**config.mk**
```make
export PLATFORM = sky130hd
export DESIGN_NAME = cfr_flags
export DESIGN_NICKNAME = d
export VERILOG_FILES = /design/src/rtl/cfr_pkg.sv /design/src/rtl/cfr_status_calc.sv /design/src/rtl/cfr_access_gate.sv /design/src/rtl/cfr_flags.sv
export VERILOG_INCLUDE_DIRS = /design/src /design/src/rtl
export SDC_FILE = /design/constraint.sdc
export NUM_CORES = 1
export LEC_CHECK = 0
export BUFFER_PORTS_ARGS = -buffer_cell sky130_fd_sc_hd__buf_4
export CAP_MARGIN = 5
export CORE_MARGIN = 2
export CORE_UTILIZATION = 45
export CTS_CLUSTER_SIZE = 12
export DETAILED_ROUTE_END_ITERATION = 7
export PLACE_DENSITY = 0.72
export SKIP_CTS_REPAIR_TIMING = 1
export SYNTH_ARGS = -nofsm -noshare
export SYNTH_HDL_FRONTEND = slang
export SYNTH_SLANG_ARGS = --single-unit
```
**constraint.sdc**
```tcl
create_clock -name CORE_CLK -period 9.1 [get_ports CORE_CLK]
set_clock_uncertainty 0.2 [all_clocks]
set_input_delay 1.82 -clock CORE_CLK [delete_from_list [all_inputs] [get_ports CORE_CLK]]
set_output_delay 1.82 -clock CORE_CLK [all_outputs]
set_load 0.005 [all_outputs]
```
**src/rtl/cfr_map.svh**
```systemverilog
`ifndef CFR_MAP_SVH
`define CFR_MAP_SVH
// =====================================
// flag bit positions
`define CFR_CF_BIT 0
`define CFR_RSV1_BIT 1
`define CFR_PF_BIT 2
`define CFR_AF_BIT 4
`define CFR_ZF_BIT 6
`define CFR_SF_BIT 7
`define CFR_TF_BIT 8
`define CFR_IF_BIT 9
`define CFR_DF_BIT 10
`define CFR_OF_BIT 11
`define CFR_IO_PRIVILEGE_LEVEL_LO 12
`define CFR_IO_PRIVILEGE_LEVEL_HI 13
`define CFR_NT_BIT 14
`define CFR_RF_BIT 16
`define CFR_VM_BIT 17
`define CFR_AC_BIT 18
`define CFR_VIF_BIT 19
`define CFR_VIP_BIT 20
`define CFR_ID_BIT 21
// =====================================
// values and masks
`define CFR_RESET_VAL 64'h0000_0000_0000_0002
`define CFR_WRITE_MASK 64'h0000_0000_003f_7fd5
`define CFR_IO_PRIVILEGE_LEVEL_MASK 64'h0000_0000_0000_3000
`define CFR_AF_SRC_BIT 4
`define CFR_CPL_KERNEL 2'h0
`define CFR_CPL_USER 2'h3
`endif

```
**src/rtl/cfr_pkg.sv**
```systemverilog
// =====================================
// shared types
package cfr_pkg;
  typedef enum logic [4:0] {
    OP_NONE, OP_ADD, OP_ADC, OP_SUB, OP_SBB, OP_LOGIC,
    OP_SET_CARRY, OP_CLEAR_CARRY, OP_COMPL_CARRY, OP_BIT_TEST,
    OP_SET_DIR, OP_CLEAR_DIR, OP_FLAGS_POP, OP_INT_RETURN,
    OP_TASK_LINK, OP_TASK_UNLINK
  } cfr_op_t;
  typedef enum logic [1:0] {SZ_8, SZ_16, SZ_32, SZ_64} cfr_size_t;
endpackage : cfr_pkg

```
**src/rtl/cfr_status_calc.sv**
```systemverilog
`timescale 1ns/1ps
`include "cfr_map.svh"
// =====================================
// arithmetic result and status flag derivation
module cfr_status_calc (
  input wire cfr_pkg::cfr_op_t op, // operation
  input wire cfr_pkg::cfr_size_t size, // operand width
  input wire logic [63:0] a, // first operand
  input wire logic [63:0] b, // second operand
  input wire logic carry_in, // current carry flag
  output logic [63:0] result, // sized result
  output logic cf, // carry or borrow out
  output logic pf, // even parity low byte
  output logic af, // nibble carry
  output logic zf, // zero result
  output logic sf, // sign
  output logic of // signed overflow
);
  // width mask per operand size
  function automatic logic [63:0] size_mask(input cfr_pkg::cfr_size_t s);
    case (s)
      cfr_pkg::SZ_8: size_mask = 64'h0000_0000_0000_00ff;
      cfr_pkg::SZ_16: size_mask = 64'h0000_0000_0000_ffff;
      cfr_pkg::SZ_32: size_mask = 64'h0000_0000_ffff_ffff;
      default: size_mask = 64'hffff_ffff_ffff_ffff;
    endcase
  endfunction : size_mask

  // pick the top bit of a value for the operand size
  function automatic logic top_bit(input logic [64:0] v, input cfr_pkg::cfr_size_t s);
    case (s)
      cfr_pkg::SZ_8: top_bit = v[7];
      cfr_pkg::SZ_16: top_bit = v[15];
      cfr_pkg::SZ_32: top_bit = v[31];
      default: top_bit = v[63];
    endcase
  endfunction : top_bit

  logic is_sub;
  logic cin;
  logic [63:0] am;
  logic [63:0] bm;
  logic [64:0] sum;

  // adder with chained carry
  always_comb begin
    is_sub = (op == cfr_pkg::OP_SUB) || (op == cfr_pkg::OP_SBB);
    am = a & size_mask(size);
    bm = (is_sub ? ~b : b) & size_mask(size);
    // RULE_09 carry chaining input
    case (op)
      cfr_pkg::OP_ADC: cin = carry_in;
      cfr_pkg::OP_SUB: cin = 1'b1;
      cfr_pkg::OP_SBB: cin = ~carry_in;
      default: cin = 1'b0;
    endcase
    if (op == cfr_pkg::OP_LOGIC) begin
      sum = {1'b0, a & b & size_mask(size)};
    end else begin
      sum = {1'b0, am} + {1'b0, bm} + {64'h0, cin};
    end
    result = sum[63:0] & size_mask(size);
  end

  // status flags
  always_comb begin
    // RULE_01 carry out of top bit
    case (size)
      cfr_pkg::SZ_8: cf = sum[8];
      cfr_pkg::SZ_16: cf = sum[16];
      cfr_pkg::SZ_32: cf = sum[32];
      default: cf = sum[64];
    endcase
    if (is_sub) begin
      cf = ~cf;
    end
    // RULE_02 even parity low byte
    pf = ~^result[7:0];
    // RULE_03 nibble carry
    af = a[`CFR_AF_SRC_BIT] ^ b[`CFR_AF_SRC_BIT] ^ result[`CFR_AF_SRC_BIT];
    // RULE_04 whole result zero
    zf = (result == 64'h0);
    // RULE_05 sign copy
    sf = top_bit({1'b0, result}, size);
    // RULE_06 two's complement overflow
    of = (top_bit({1'b0, am}, size) == top_bit({1'b0, bm}, size)) &&
         (sf != top_bit({1'b0, am}, size));
    if (op == cfr_pkg::OP_LOGIC) begin
      cf = 1'b0;
      of = 1'b0;
      af = 1'b0;
    end
  end
endmodule : cfr_status_calc

```
**src/rtl/cfr_access_gate.sv**
```systemverilog
`timescale 1ns/1ps
`include "cfr_map.svh"
// =====================================
// permission and gating decisions from the flags
module cfr_access_gate (
  input wire logic [63:0] flags, // current flags
  input wire logic [1:0] current_privilege_level, // current privilege
  input wire logic irq_req, // maskable interrupt request
  input wire logic cr0_am, // alignment mask bit
  input wire logic cr4_supervisor_user_access_prevent, // supervisor access prevention
  input wire logic cr4_vme, // virtual mode extensions
  output logic intr_take, // accept maskable request
  output logic io_ok, // i/o space allowed
  output logic align_chk, // alignment check active
  output logic sup_user_ok, // supervisor to user page allowed
  output logic virt_intr // virtual interrupt deliverable
);
  logic [1:0] io_privilege_level;

  always_comb begin
    io_privilege_level = flags[`CFR_IO_PRIVILEGE_LEVEL_HI:`CFR_IO_PRIVILEGE_LEVEL_LO];
    // RULE_12 interrupt enable gating
    intr_take = irq_req && flags[`CFR_IF_BIT];
    // RULE_13 privilege compare
    io_ok = (current_privilege_level <= io_privilege_level);
    // RULE_18 user alignment check
    align_chk = cr0_am && flags[`CFR_AC_BIT] && (current_privilege_level == `CFR_CPL_USER);
    // RULE_19 supervisor user access
    sup_user_ok = !cr4_supervisor_user_access_prevent || flags[`CFR_AC_BIT];
    // RULE_20 pending bit read only here
    virt_intr = cr4_vme && flags[`CFR_VIF_BIT] && flags[`CFR_VIP_BIT];
  end
endmodule : cfr_access_gate

```
**src/rtl/cfr_flags.sv**
```systemverilog
// Summary of operation
// RULE_01 - carry flag bit 0 set on carry or borrow out of top bit
// RULE_02 - parity flag bit 2 set when low byte has even ones
// RULE_03 - aux carry bit 4 set on carry or borrow out of bit 3
// RULE_04 - zero flag bit 6 set when whole result is zero
// RULE_05 - sign flag bit 7 copies result top bit
// RULE_06 - overflow bit 11 set on signed out of range result
// RULE_07 - only carry among status flags has set, clear, complement ops
// RULE_08 - bit test copies chosen operand bit into carry
// RULE_09 - add with carry and subtract with borrow use current carry
// RULE_10 - direction bit 10 one steps strings down, zero up
// RULE_11 - set and clear direction ops write one and zero
// RULE_12 - interrupt enable bit 9 gates maskable requests
// RULE_13 - i/o allowed only when privilege level not above field
// RULE_14 - pop and return change privilege field only at level zero
// RULE_15 - nested task bit 14 shows link to previous task
// RULE_16 - resume bit 16 steers debug exception response
// RULE_17 - bit 17 one enables virtual 8086 operation
// RULE_18 - with mask bit set, user alignment check follows bit 18
// RULE_19 - with access prevention on, supervisor user access needs bit 18
// RULE_20 - pending bit 20 written by software only, read with bit 19
// RULE_21 - bit 21 freely writable as feature probe
// RULE_22 - in wide mode register is 64 bits, upper half reserved
// RULE_23 - reset or init loads value with only bit 1 set
// RULE_24 - bits 1, 3, 5, 15, 22 to 31 reserved
// RULE_25 - affected status flags update together, others stay
`timescale 1ns/1ps
`include "cfr_map.svh"
module cfr_flags (
  input wire logic CORE_CLK, // core clock
  input wire logic NRST, // synchronous reset, low
  input wire logic INIT, // init request, loads reset value
  input wire logic MODE_64, // wide mode
  input wire logic OP_VALID, // operation strobe
  input wire cfr_pkg::cfr_op_t OP_CODE, // operation
  input wire cfr_pkg::cfr_size_t OP_SIZE, // operand width
  input wire logic [63:0] OPERAND_A, // first operand
  input wire logic [63:0] OPERAND_B, // second operand
  input wire logic [5:0] BIT_SEL, // bit test index
  input wire logic [63:0] POP_DATA, // pop or return image
  input wire logic [1:0] CURRENT_PRIVILEGE_LEVEL, // current privilege level
  input wire logic IRQ_REQ, // maskable interrupt request
  input wire logic CR0_AM, // alignment mask bit
  input wire logic CR4_SUPERVISOR_USER_ACCESS_PREVENT, // supervisor access prevention
  input wire logic CR4_VME, // virtual mode extensions
  output logic [63:0] FLAGS_OUT, // flags register image
  output logic [63:0] RESULT_OUT, // registered arithmetic result
  output logic STRING_STEP_DOWN, // string address decrements
  output logic SINGLE_STEP, // single step enabled
  output logic INTR_ACCEPT, // maskable request accepted
  output logic IO_ACCESS_OK, // i/o access permitted
  output logic ALIGN_CHECK_EN, // user alignment check on
  output logic SUP_USER_ACCESS_OK, // supervisor to user pages allowed
  output logic NESTED_TASK, // task linked
  output logic RESUME_DEBUG, // debug exceptions held off
  output logic V86_MODE, // virtual 8086 active
  output logic VIRT_INTR_READY // virtual interrupt deliverable
);
  // =====================================
  // state
  logic [31:0] flags_q;
  logic [31:0] flags_d;
  logic [63:0] result_q;
  logic intr_q;
  logic io_ok_q;
  logic align_q;
  logic sup_ok_q;
  logic virt_q;
  logic [31:0] pop_mask;
  logic [31:0] pop_merge;

  // =====================================
  // datapath helpers
  logic [63:0] calc_result;
  logic c_cf;
  logic c_pf;
  logic c_af;
  logic c_zf;
  logic c_sf;
  logic c_of;
  logic g_intr;
  logic g_io;
  logic g_align;
  logic g_sup;
  logic g_virt;
  logic is_arith;

  // =====================================
  // op decode
  // ops that produce a result and status flags
  function automatic logic is_flag_op(input cfr_pkg::cfr_op_t op);
    case (op)
      cfr_pkg::OP_ADD, cfr_pkg::OP_ADC, cfr_pkg::OP_SUB, cfr_pkg::OP_SBB, cfr_pkg::OP_LOGIC: begin
        is_flag_op = 1'b1;
      end
      default: begin
        is_flag_op = 1'b0;
      end
    endcase
  endfunction : is_flag_op

  cfr_status_calc u_calc (
    .op(OP_CODE),
    .size(OP_SIZE),
    .a(OPERAND_A),
    .b(OPERAND_B),
    .carry_in(flags_q[`CFR_CF_BIT]),
    .result(calc_result),
    .cf(c_cf),
    .pf(c_pf),
    .af(c_af),
    .zf(c_zf),
    .sf(c_sf),
    .of(c_of)
  );

  cfr_access_gate u_gate (
    .flags({32'h0, flags_q}),
    .current_privilege_level(CURRENT_PRIVILEGE_LEVEL),
    .irq_req(IRQ_REQ),
    .cr0_am(CR0_AM),
    .cr4_supervisor_user_access_prevent(CR4_SUPERVISOR_USER_ACCESS_PREVENT),
    .cr4_vme(CR4_VME),
    .intr_take(g_intr),
    .io_ok(g_io),
    .align_chk(g_align),
    .sup_user_ok(g_sup),
    .virt_intr(g_virt)
  );

  // =====================================
  // pop and return merge
  always_comb begin
    pop_mask = 32'(`CFR_WRITE_MASK);
    // RULE_14 privilege field guarded
    if (CURRENT_PRIVILEGE_LEVEL != `CFR_CPL_KERNEL) begin
      pop_mask = pop_mask & ~32'(`CFR_IO_PRIVILEGE_LEVEL_MASK);
    end
    // RULE_20 software image carries pending bit
    // RULE_21 probe bit always writable
    pop_merge = (POP_DATA[31:0] & pop_mask) | (flags_q & ~pop_mask);
  end

  // =====================================
  // next flag value
  always_comb begin
    flags_d = flags_q;
    is_arith = is_flag_op(OP_CODE);
    if (OP_VALID) begin
      // RULE_25 status flags together
      if (is_arith) begin
        flags_d[`CFR_CF_BIT] = c_cf;
        flags_d[`CFR_PF_BIT] = c_pf;
        flags_d[`CFR_AF_BIT] = c_af;
        flags_d[`CFR_ZF_BIT] = c_zf;
        flags_d[`CFR_SF_BIT] = c_sf;
        flags_d[`CFR_OF_BIT] = c_of;
      end
      case (OP_CODE)
        // RULE_07 direct carry writes
        cfr_pkg::OP_SET_CARRY: begin
          flags_d[`CFR_CF_BIT] = 1'b1;
        end
        cfr_pkg::OP_CLEAR_CARRY: begin
          flags_d[`CFR_CF_BIT] = 1'b0;
        end
        cfr_pkg::OP_COMPL_CARRY: begin
          flags_d[`CFR_CF_BIT] = ~flags_q[`CFR_CF_BIT];
        end
        // RULE_08 bit test into carry
        cfr_pkg::OP_BIT_TEST: begin
          flags_d[`CFR_CF_BIT] = OPERAND_A[BIT_SEL];
        end
        // RULE_11 direction writes
        cfr_pkg::OP_SET_DIR: begin
          flags_d[`CFR_DF_BIT] = 1'b1;
        end
        cfr_pkg::OP_CLEAR_DIR: begin
          flags_d[`CFR_DF_BIT] = 1'b0;
        end
        // RULE_14 pop and return load
        cfr_pkg::OP_FLAGS_POP, cfr_pkg::OP_INT_RETURN: begin
          flags_d = pop_merge;
        end
        // RULE_15 task link state
        cfr_pkg::OP_TASK_LINK: begin
          flags_d[`CFR_NT_BIT] = 1'b1;
        end
        cfr_pkg::OP_TASK_UNLINK: begin
          flags_d[`CFR_NT_BIT] = 1'b0;
        end
        default: begin
          flags_d = flags_d;
        end
      endcase
    end
    // RULE_24 reserved bits fixed
    flags_d[`CFR_RSV1_BIT] = 1'b1;
    flags_d = flags_d & (32'(`CFR_WRITE_MASK) | (32'h1 << `CFR_RSV1_BIT));
  end

  // =====================================
  // flags register
  always_ff @(posedge CORE_CLK) begin
    // RULE_23 reset and init value
    if (!NRST || INIT) begin
      flags_q <= 32'(`CFR_RESET_VAL);
    end else begin
      flags_q <= flags_d;
    end
  end

  // =====================================
  // result register
  always_ff @(posedge CORE_CLK) begin
    if (!NRST) begin
      result_q <= 64'h0;
    end else if (OP_VALID && is_arith) begin
      result_q <= calc_result;
    end
  end

  // =====================================
  // registered gate decisions
  // RULE_12 gated request
  // interrupt accept flop
  always_ff @(posedge CORE_CLK) begin
    if (!NRST) begin
      intr_q <= 1'b0;
    end else begin
      intr_q <= g_intr;
    end
  end

  // RULE_13 i/o permission
  // i/o permission flop
  always_ff @(posedge CORE_CLK) begin
    if (!NRST) begin
      io_ok_q <= 1'b0;
    end else begin
      io_ok_q <= g_io;
    end
  end

  // RULE_18 alignment check enable
  // alignment check flop
  always_ff @(posedge CORE_CLK) begin
    if (!NRST) begin
      align_q <= 1'b0;
    end else begin
      align_q <= g_align;
    end
  end

  // RULE_19 access prevention override
  // supervisor access flop
  always_ff @(posedge CORE_CLK) begin
    if (!NRST) begin
      sup_ok_q <= 1'b0;
    end else begin
      sup_ok_q <= g_sup;
    end
  end

  // RULE_20 pending bit only read
  // virtual interrupt flop
  always_ff @(posedge CORE_CLK) begin
    if (!NRST) begin
      virt_q <= 1'b0;
    end else begin
      virt_q <= g_virt;
    end
  end

  // =====================================
  // outputs
  // RULE_22 upper half reads zero
  assign FLAGS_OUT = MODE_64 ? {32'h0, flags_q} : {32'h0, flags_q};
  assign RESULT_OUT = result_q;
  // RULE_10 string stepping
  assign STRING_STEP_DOWN = flags_q[`CFR_DF_BIT];
  assign SINGLE_STEP = flags_q[`CFR_TF_BIT];
  assign INTR_ACCEPT = intr_q;
  assign IO_ACCESS_OK = io_ok_q;
  assign ALIGN_CHECK_EN = align_q;
  assign SUP_USER_ACCESS_OK = sup_ok_q;
  // RULE_15 link indication
  assign NESTED_TASK = flags_q[`CFR_NT_BIT];
  // RULE_16 debug response
  assign RESUME_DEBUG = flags_q[`CFR_RF_BIT];
  // RULE_17 virtual 8086 enable
  assign V86_MODE = flags_q[`CFR_VM_BIT];
  assign VIRT_INTR_READY = virt_q;
endmodule : cfr_flags

```
==> impl_summary.txt <==
----------------------------------------------------
[Clocking]
  Number of sinks driven by the clock tree ... 87
  Clock-pin slew on the worst setup and hold paths ... 0.07 ns
  Clock tree from TritonCTS ... done
  Insertion delay to the later sink of the worst-skew pair ... 0.35 ns
  CTS Buffer Depth ... 2
  H-tree levels ... 3
  Root Driver ... sky130_fd_sc_hd__clkbuf_16
  Total clock buffers created by CTS ... 9

[Setup path]
  Worst Setup Path Type ... input pin to register
  Element type at the critical path end ... register
  CP Data Arrival Time ... 7.74 ns
  Worst Reg-to-Reg Cells ... 20
  Worst Setup Start Kind ... input pin
  CP Max Fanout ... 33
  Worst-case register-to-register setup slack ... 3.46 ns
  Critical path data required time ... 9.19 ns
  Worst reg2reg endpoint ... flags_q[6]$_SDFFE_PP0P_
  RR Startpoint ... flags_q[0]$_SDFFE_PP0P_

[Yosys]
  Cell count after synthesis ... 1581
  Flip-flop and latch count after synthesis ... 87
  Total standard cell area after synthesis ... 11300 um^2
  Most used DFF post-synth ... sky130_fd_sc_hd__dfxtp_1
  Post-synth EDFFs ... 0
  Post-synth cell types ... 80
  Synthesized area per cell ... 7.146 um^2
  Sequential-to-total area share from yosys stat ... 15.42%
  Async set-or-reset flop fraction in the synthesized netlist ... 0%
  Number of warning messages in the yosys log ... 0

[Min path]
  Hold Crit Endpoint ... flags_q[11]$_SDFFE_PP0P_
  Worst min-delay path class ... register to register
  Number of cells on the worst hold path ... 2
  Hold Crit Start ... flags_q[11]$_SDFFE_PP0P_

[STA]
  Final-report max-slew violation count ... 0
  Post-route minimum period ... 7.643 ns
  Unrepaired setup endpoints after global routing ... false
  Number of setup violations in the final report ... 0
  Fin Setup TNS ... 0 ns
  Headroom to the max-slew limit ... 25.49%
  Slew @ Worst Pin ... 1.113 ns
  Final count of hold timing violations ... 0
  Final Cycle Share ... 83.99%
  Achievable Freq ... 130.8 MHz

[GRT]
  Grt ovf ... 0
  Number of antenna violations at the first check in global routing ... 2
  Largest net degree at the start of global routing ... 71
  GRT Overall Usage ... 35.41%
  First-pass GRT wire length ... 71480 um
  Number of global-route vias before repair ... 11890

[Route]
  Total iterations of the first detailed-routing run ... 5
  DRC violation count after routing ... 0
  WL per Instance ... 23.26 um
  Number of design-rule violations left by the first detailed-router iteration ... 1106
  DR vias/cell ... 6.232
  Antenna viol nets, final ... 0
  Total Routed Length ... 48250 um
  Total vias in the final route ... 12930

[Die]
  Number of I/O pins ... 354
  Placement Rows ... 57
  Die extent in y ... 162.5 um
  Horizontal extent of the die ... 162.5 um
  Core outline area ... 24460 um^2
  Initial core utilization ... 46.19%
  Die area ... 26390 um^2

[Placement]
  RD Place Congestion ... 0.9946
  Buffers added on ports ... 260
  Detail Placement HPWL ... 38880 um
  Placed instance count ... 2058

[Cells and area]
  Proportion of layout cells with a drive suffix above 1 ... 19.09%
  Commonest non-fill, non-tap cell in the layout ... sky130_fd_sc_hd__buf_4
  Leading cell types in the layout, fill and taps excluded ... sky130_fd_sc_hd__buf_4, sky130_fd_sc_hd__nand2_1, sky130_fd_sc_hd__nor2_1
  Non-filler instance count after layout ... 2074
  Final net count ... 2033
  Layout Area Growth over Synthesis ... 18.47%
  Number of antenna cells inserted ... 0

[Status]
  Run status ... finished clean

[Run]
  Number of maximum-capacitance constraint violations ... 0

[Pwr]
  Worst IR Drop VDD ... 0.07459 mV
  Leakage power ... 5.979 nW
  Pwr per Cell Area ... 101.8 nW/um^2

----------------------------------------------------
==> flip-flops by register name, summed over array words and instances, names as in the netlist, named ones only <==
register,cells
SUP_USER_ACCESS_OK,1
INTR_ACCEPT,1
flags_q,16
IO_ACCESS_OK,1
ALIGN_CHECK_EN,1
VIRT_INTR_READY,1
RESULT_OUT,64
==> routing by layer <==
metal,global-route usage [%],wire (um),vias to the layer above
met1,44.97,19580,6139
met2,60.19,22340,654
met5,0,32,-
met4,13.72,2100,4
li1,-,-,6028
met3,5.755,4192,100
==> cell type report <==
type | instances | area [um^2]
fillers | 2432 | 11080
clock buffers | 9 | 225.2
repair buffers | 271 | 2034
multi-input cells | 1345 | 8800
inverters | 31 | 116.4
clock inverters | 7 | 62.56
well taps | 324 | 405.4
flip-flops and latches | 87 | 1742
==> power by group <==
| part | total [mW] | switching (mW) | leakage, nW | internal [mW] |
|---|---|---|---|---|
| registers | 0.396 | 0.00582 | 0.704 | 0.390 |
| logic | 0.596 | 0.358 | 5.14 | 0.238 |
| clock network | 0.372 | 0.180 | 0.138 | 0.192 |
| total | 1.36 | 0.544 | 5.98 | 0.819 |
==> cells in the mapped netlist, drive strengths merged, types with 28 or more instances <==
cell | number | area share (%)
a21oi | 135 | 6.0
nand3 | 41 | 1.8
nor2 | 162 | 5.4
nor2b | 29 | 1.6
nand2 | 175 | 5.8
buf | 72 | 4.3
nor3 | 28 | 1.2
nand4 | 47 | 2.6
and2 | 35 | 1.9
and3 | 54 | 3.0
inv | 31 | 1.0
clkbuf | 90 | 3.0
dfxtp | 87 | 15
o21ai | 85 | 3.8
xnor2 | 34 | 2.6
xor2 | 72 | 5.6
ha | 70 | 7.8
==> worst max path at each step <==
stage	from	end	slack, ns	depth (start not counted)
after CTS	OP_CODE[0]	flags_q[6]$_SDFFE_PP0P_	1.63	25
after global routing	OP_CODE[0]	flags_q[6]$_SDFFE_PP0P_	1.08	25
final	OP_CODE[0]	flags_q[6]$_SDFFE_PP0P_	1.46	25
after floorplan	OP_CODE[1]	flags_q[6]$_SDFFE_PP0P_	1.99	25
after detailed placement	OP_CODE[0]	flags_q[6]$_SDFFE_PP0P_	1.27	25
after global placement	OP_CODE[0]	flags_q[6]$_SDFFE_PP0P_	1.33	25
==> cells by family (layout without fill, tap and decap cells) <==
family                   Yosys count  count (layout)  share of synthesized area [%]
XOR/XNOR                         106             106                          8.217
flip-flops                        87              87                          15.42
buffers and inverters            193             318                          8.294
AND/OR/NAND/NOR                  622             622                          26.76
adder cells (fa/ha/maj)           72              72                          8.106
multiplexers                      43              43                          6.401
other                              2              46                        0.06647
AO/OA/AOI/OAI                    456             456                          26.74
==> stage by stage <==
stage / power [mW] / hold slack (ns) / area (um^2) / utilization, % / setup WS [ns]
4_1_cts: 1.354 / 0.2638 / 13390 / 54.72 / 1.631
6_report: 1.363 / 0.2664 / 13390 / 54.72 / 1.457
5_1_grt: 1.425 / 0.2914 / 13390 / 54.72 / 1.084
2_1_floorplan: 0.7795 / 0.2483 / 11460 / - / 1.992
3_5_place_dp: 0.9837 / 0.2543 / 13100 / 53.54 / 1.274
3_3_place_gp: 0.9814 / 0.2442 / 13100 / 53.54 / 1.331
==> critical path, stage by stage <==
cell and delay [ns]:
sky130_fd_sc_hd__buf_4 0.14, sky130_fd_sc_hd__inv_1 0.09, sky130_fd_sc_hd__nor2_1 0.08, sky130_fd_sc_hd__a22o_1 0.23, sky130_fd_sc_hd__nand2_4 0.36, sky130_fd_sc_hd__buf_4 0.62
sky130_fd_sc_hd__xnor2_1 0.14, sky130_fd_sc_hd__ha_1 0.40, sky130_fd_sc_hd__a21o_1 0.24, sky130_fd_sc_hd__a21o_1 0.17, sky130_fd_sc_hd__nand2_1 0.10, sky130_fd_sc_hd__xor2_1 0.16
sky130_fd_sc_hd__nor2_1 0.06, sky130_fd_sc_hd__a31oi_1 0.40, sky130_fd_sc_hd__ha_1 0.24, sky130_fd_sc_hd__nand4_1 0.10, sky130_fd_sc_hd__nor3_1 0.24, sky130_fd_sc_hd__o221ai_1 0.20
sky130_fd_sc_hd__a221oi_1 0.24, sky130_fd_sc_hd__o221ai_1 0.16, sky130_fd_sc_hd__nor4_1 0.35, sky130_fd_sc_hd__nand4_1 0.15, sky130_fd_sc_hd__nor4bb_1 0.59, sky130_fd_sc_hd__and4_1 0.27
sky130_fd_sc_hd__a41o_1 0.15
Note: power is estimated with default switching activity, not from simulation.
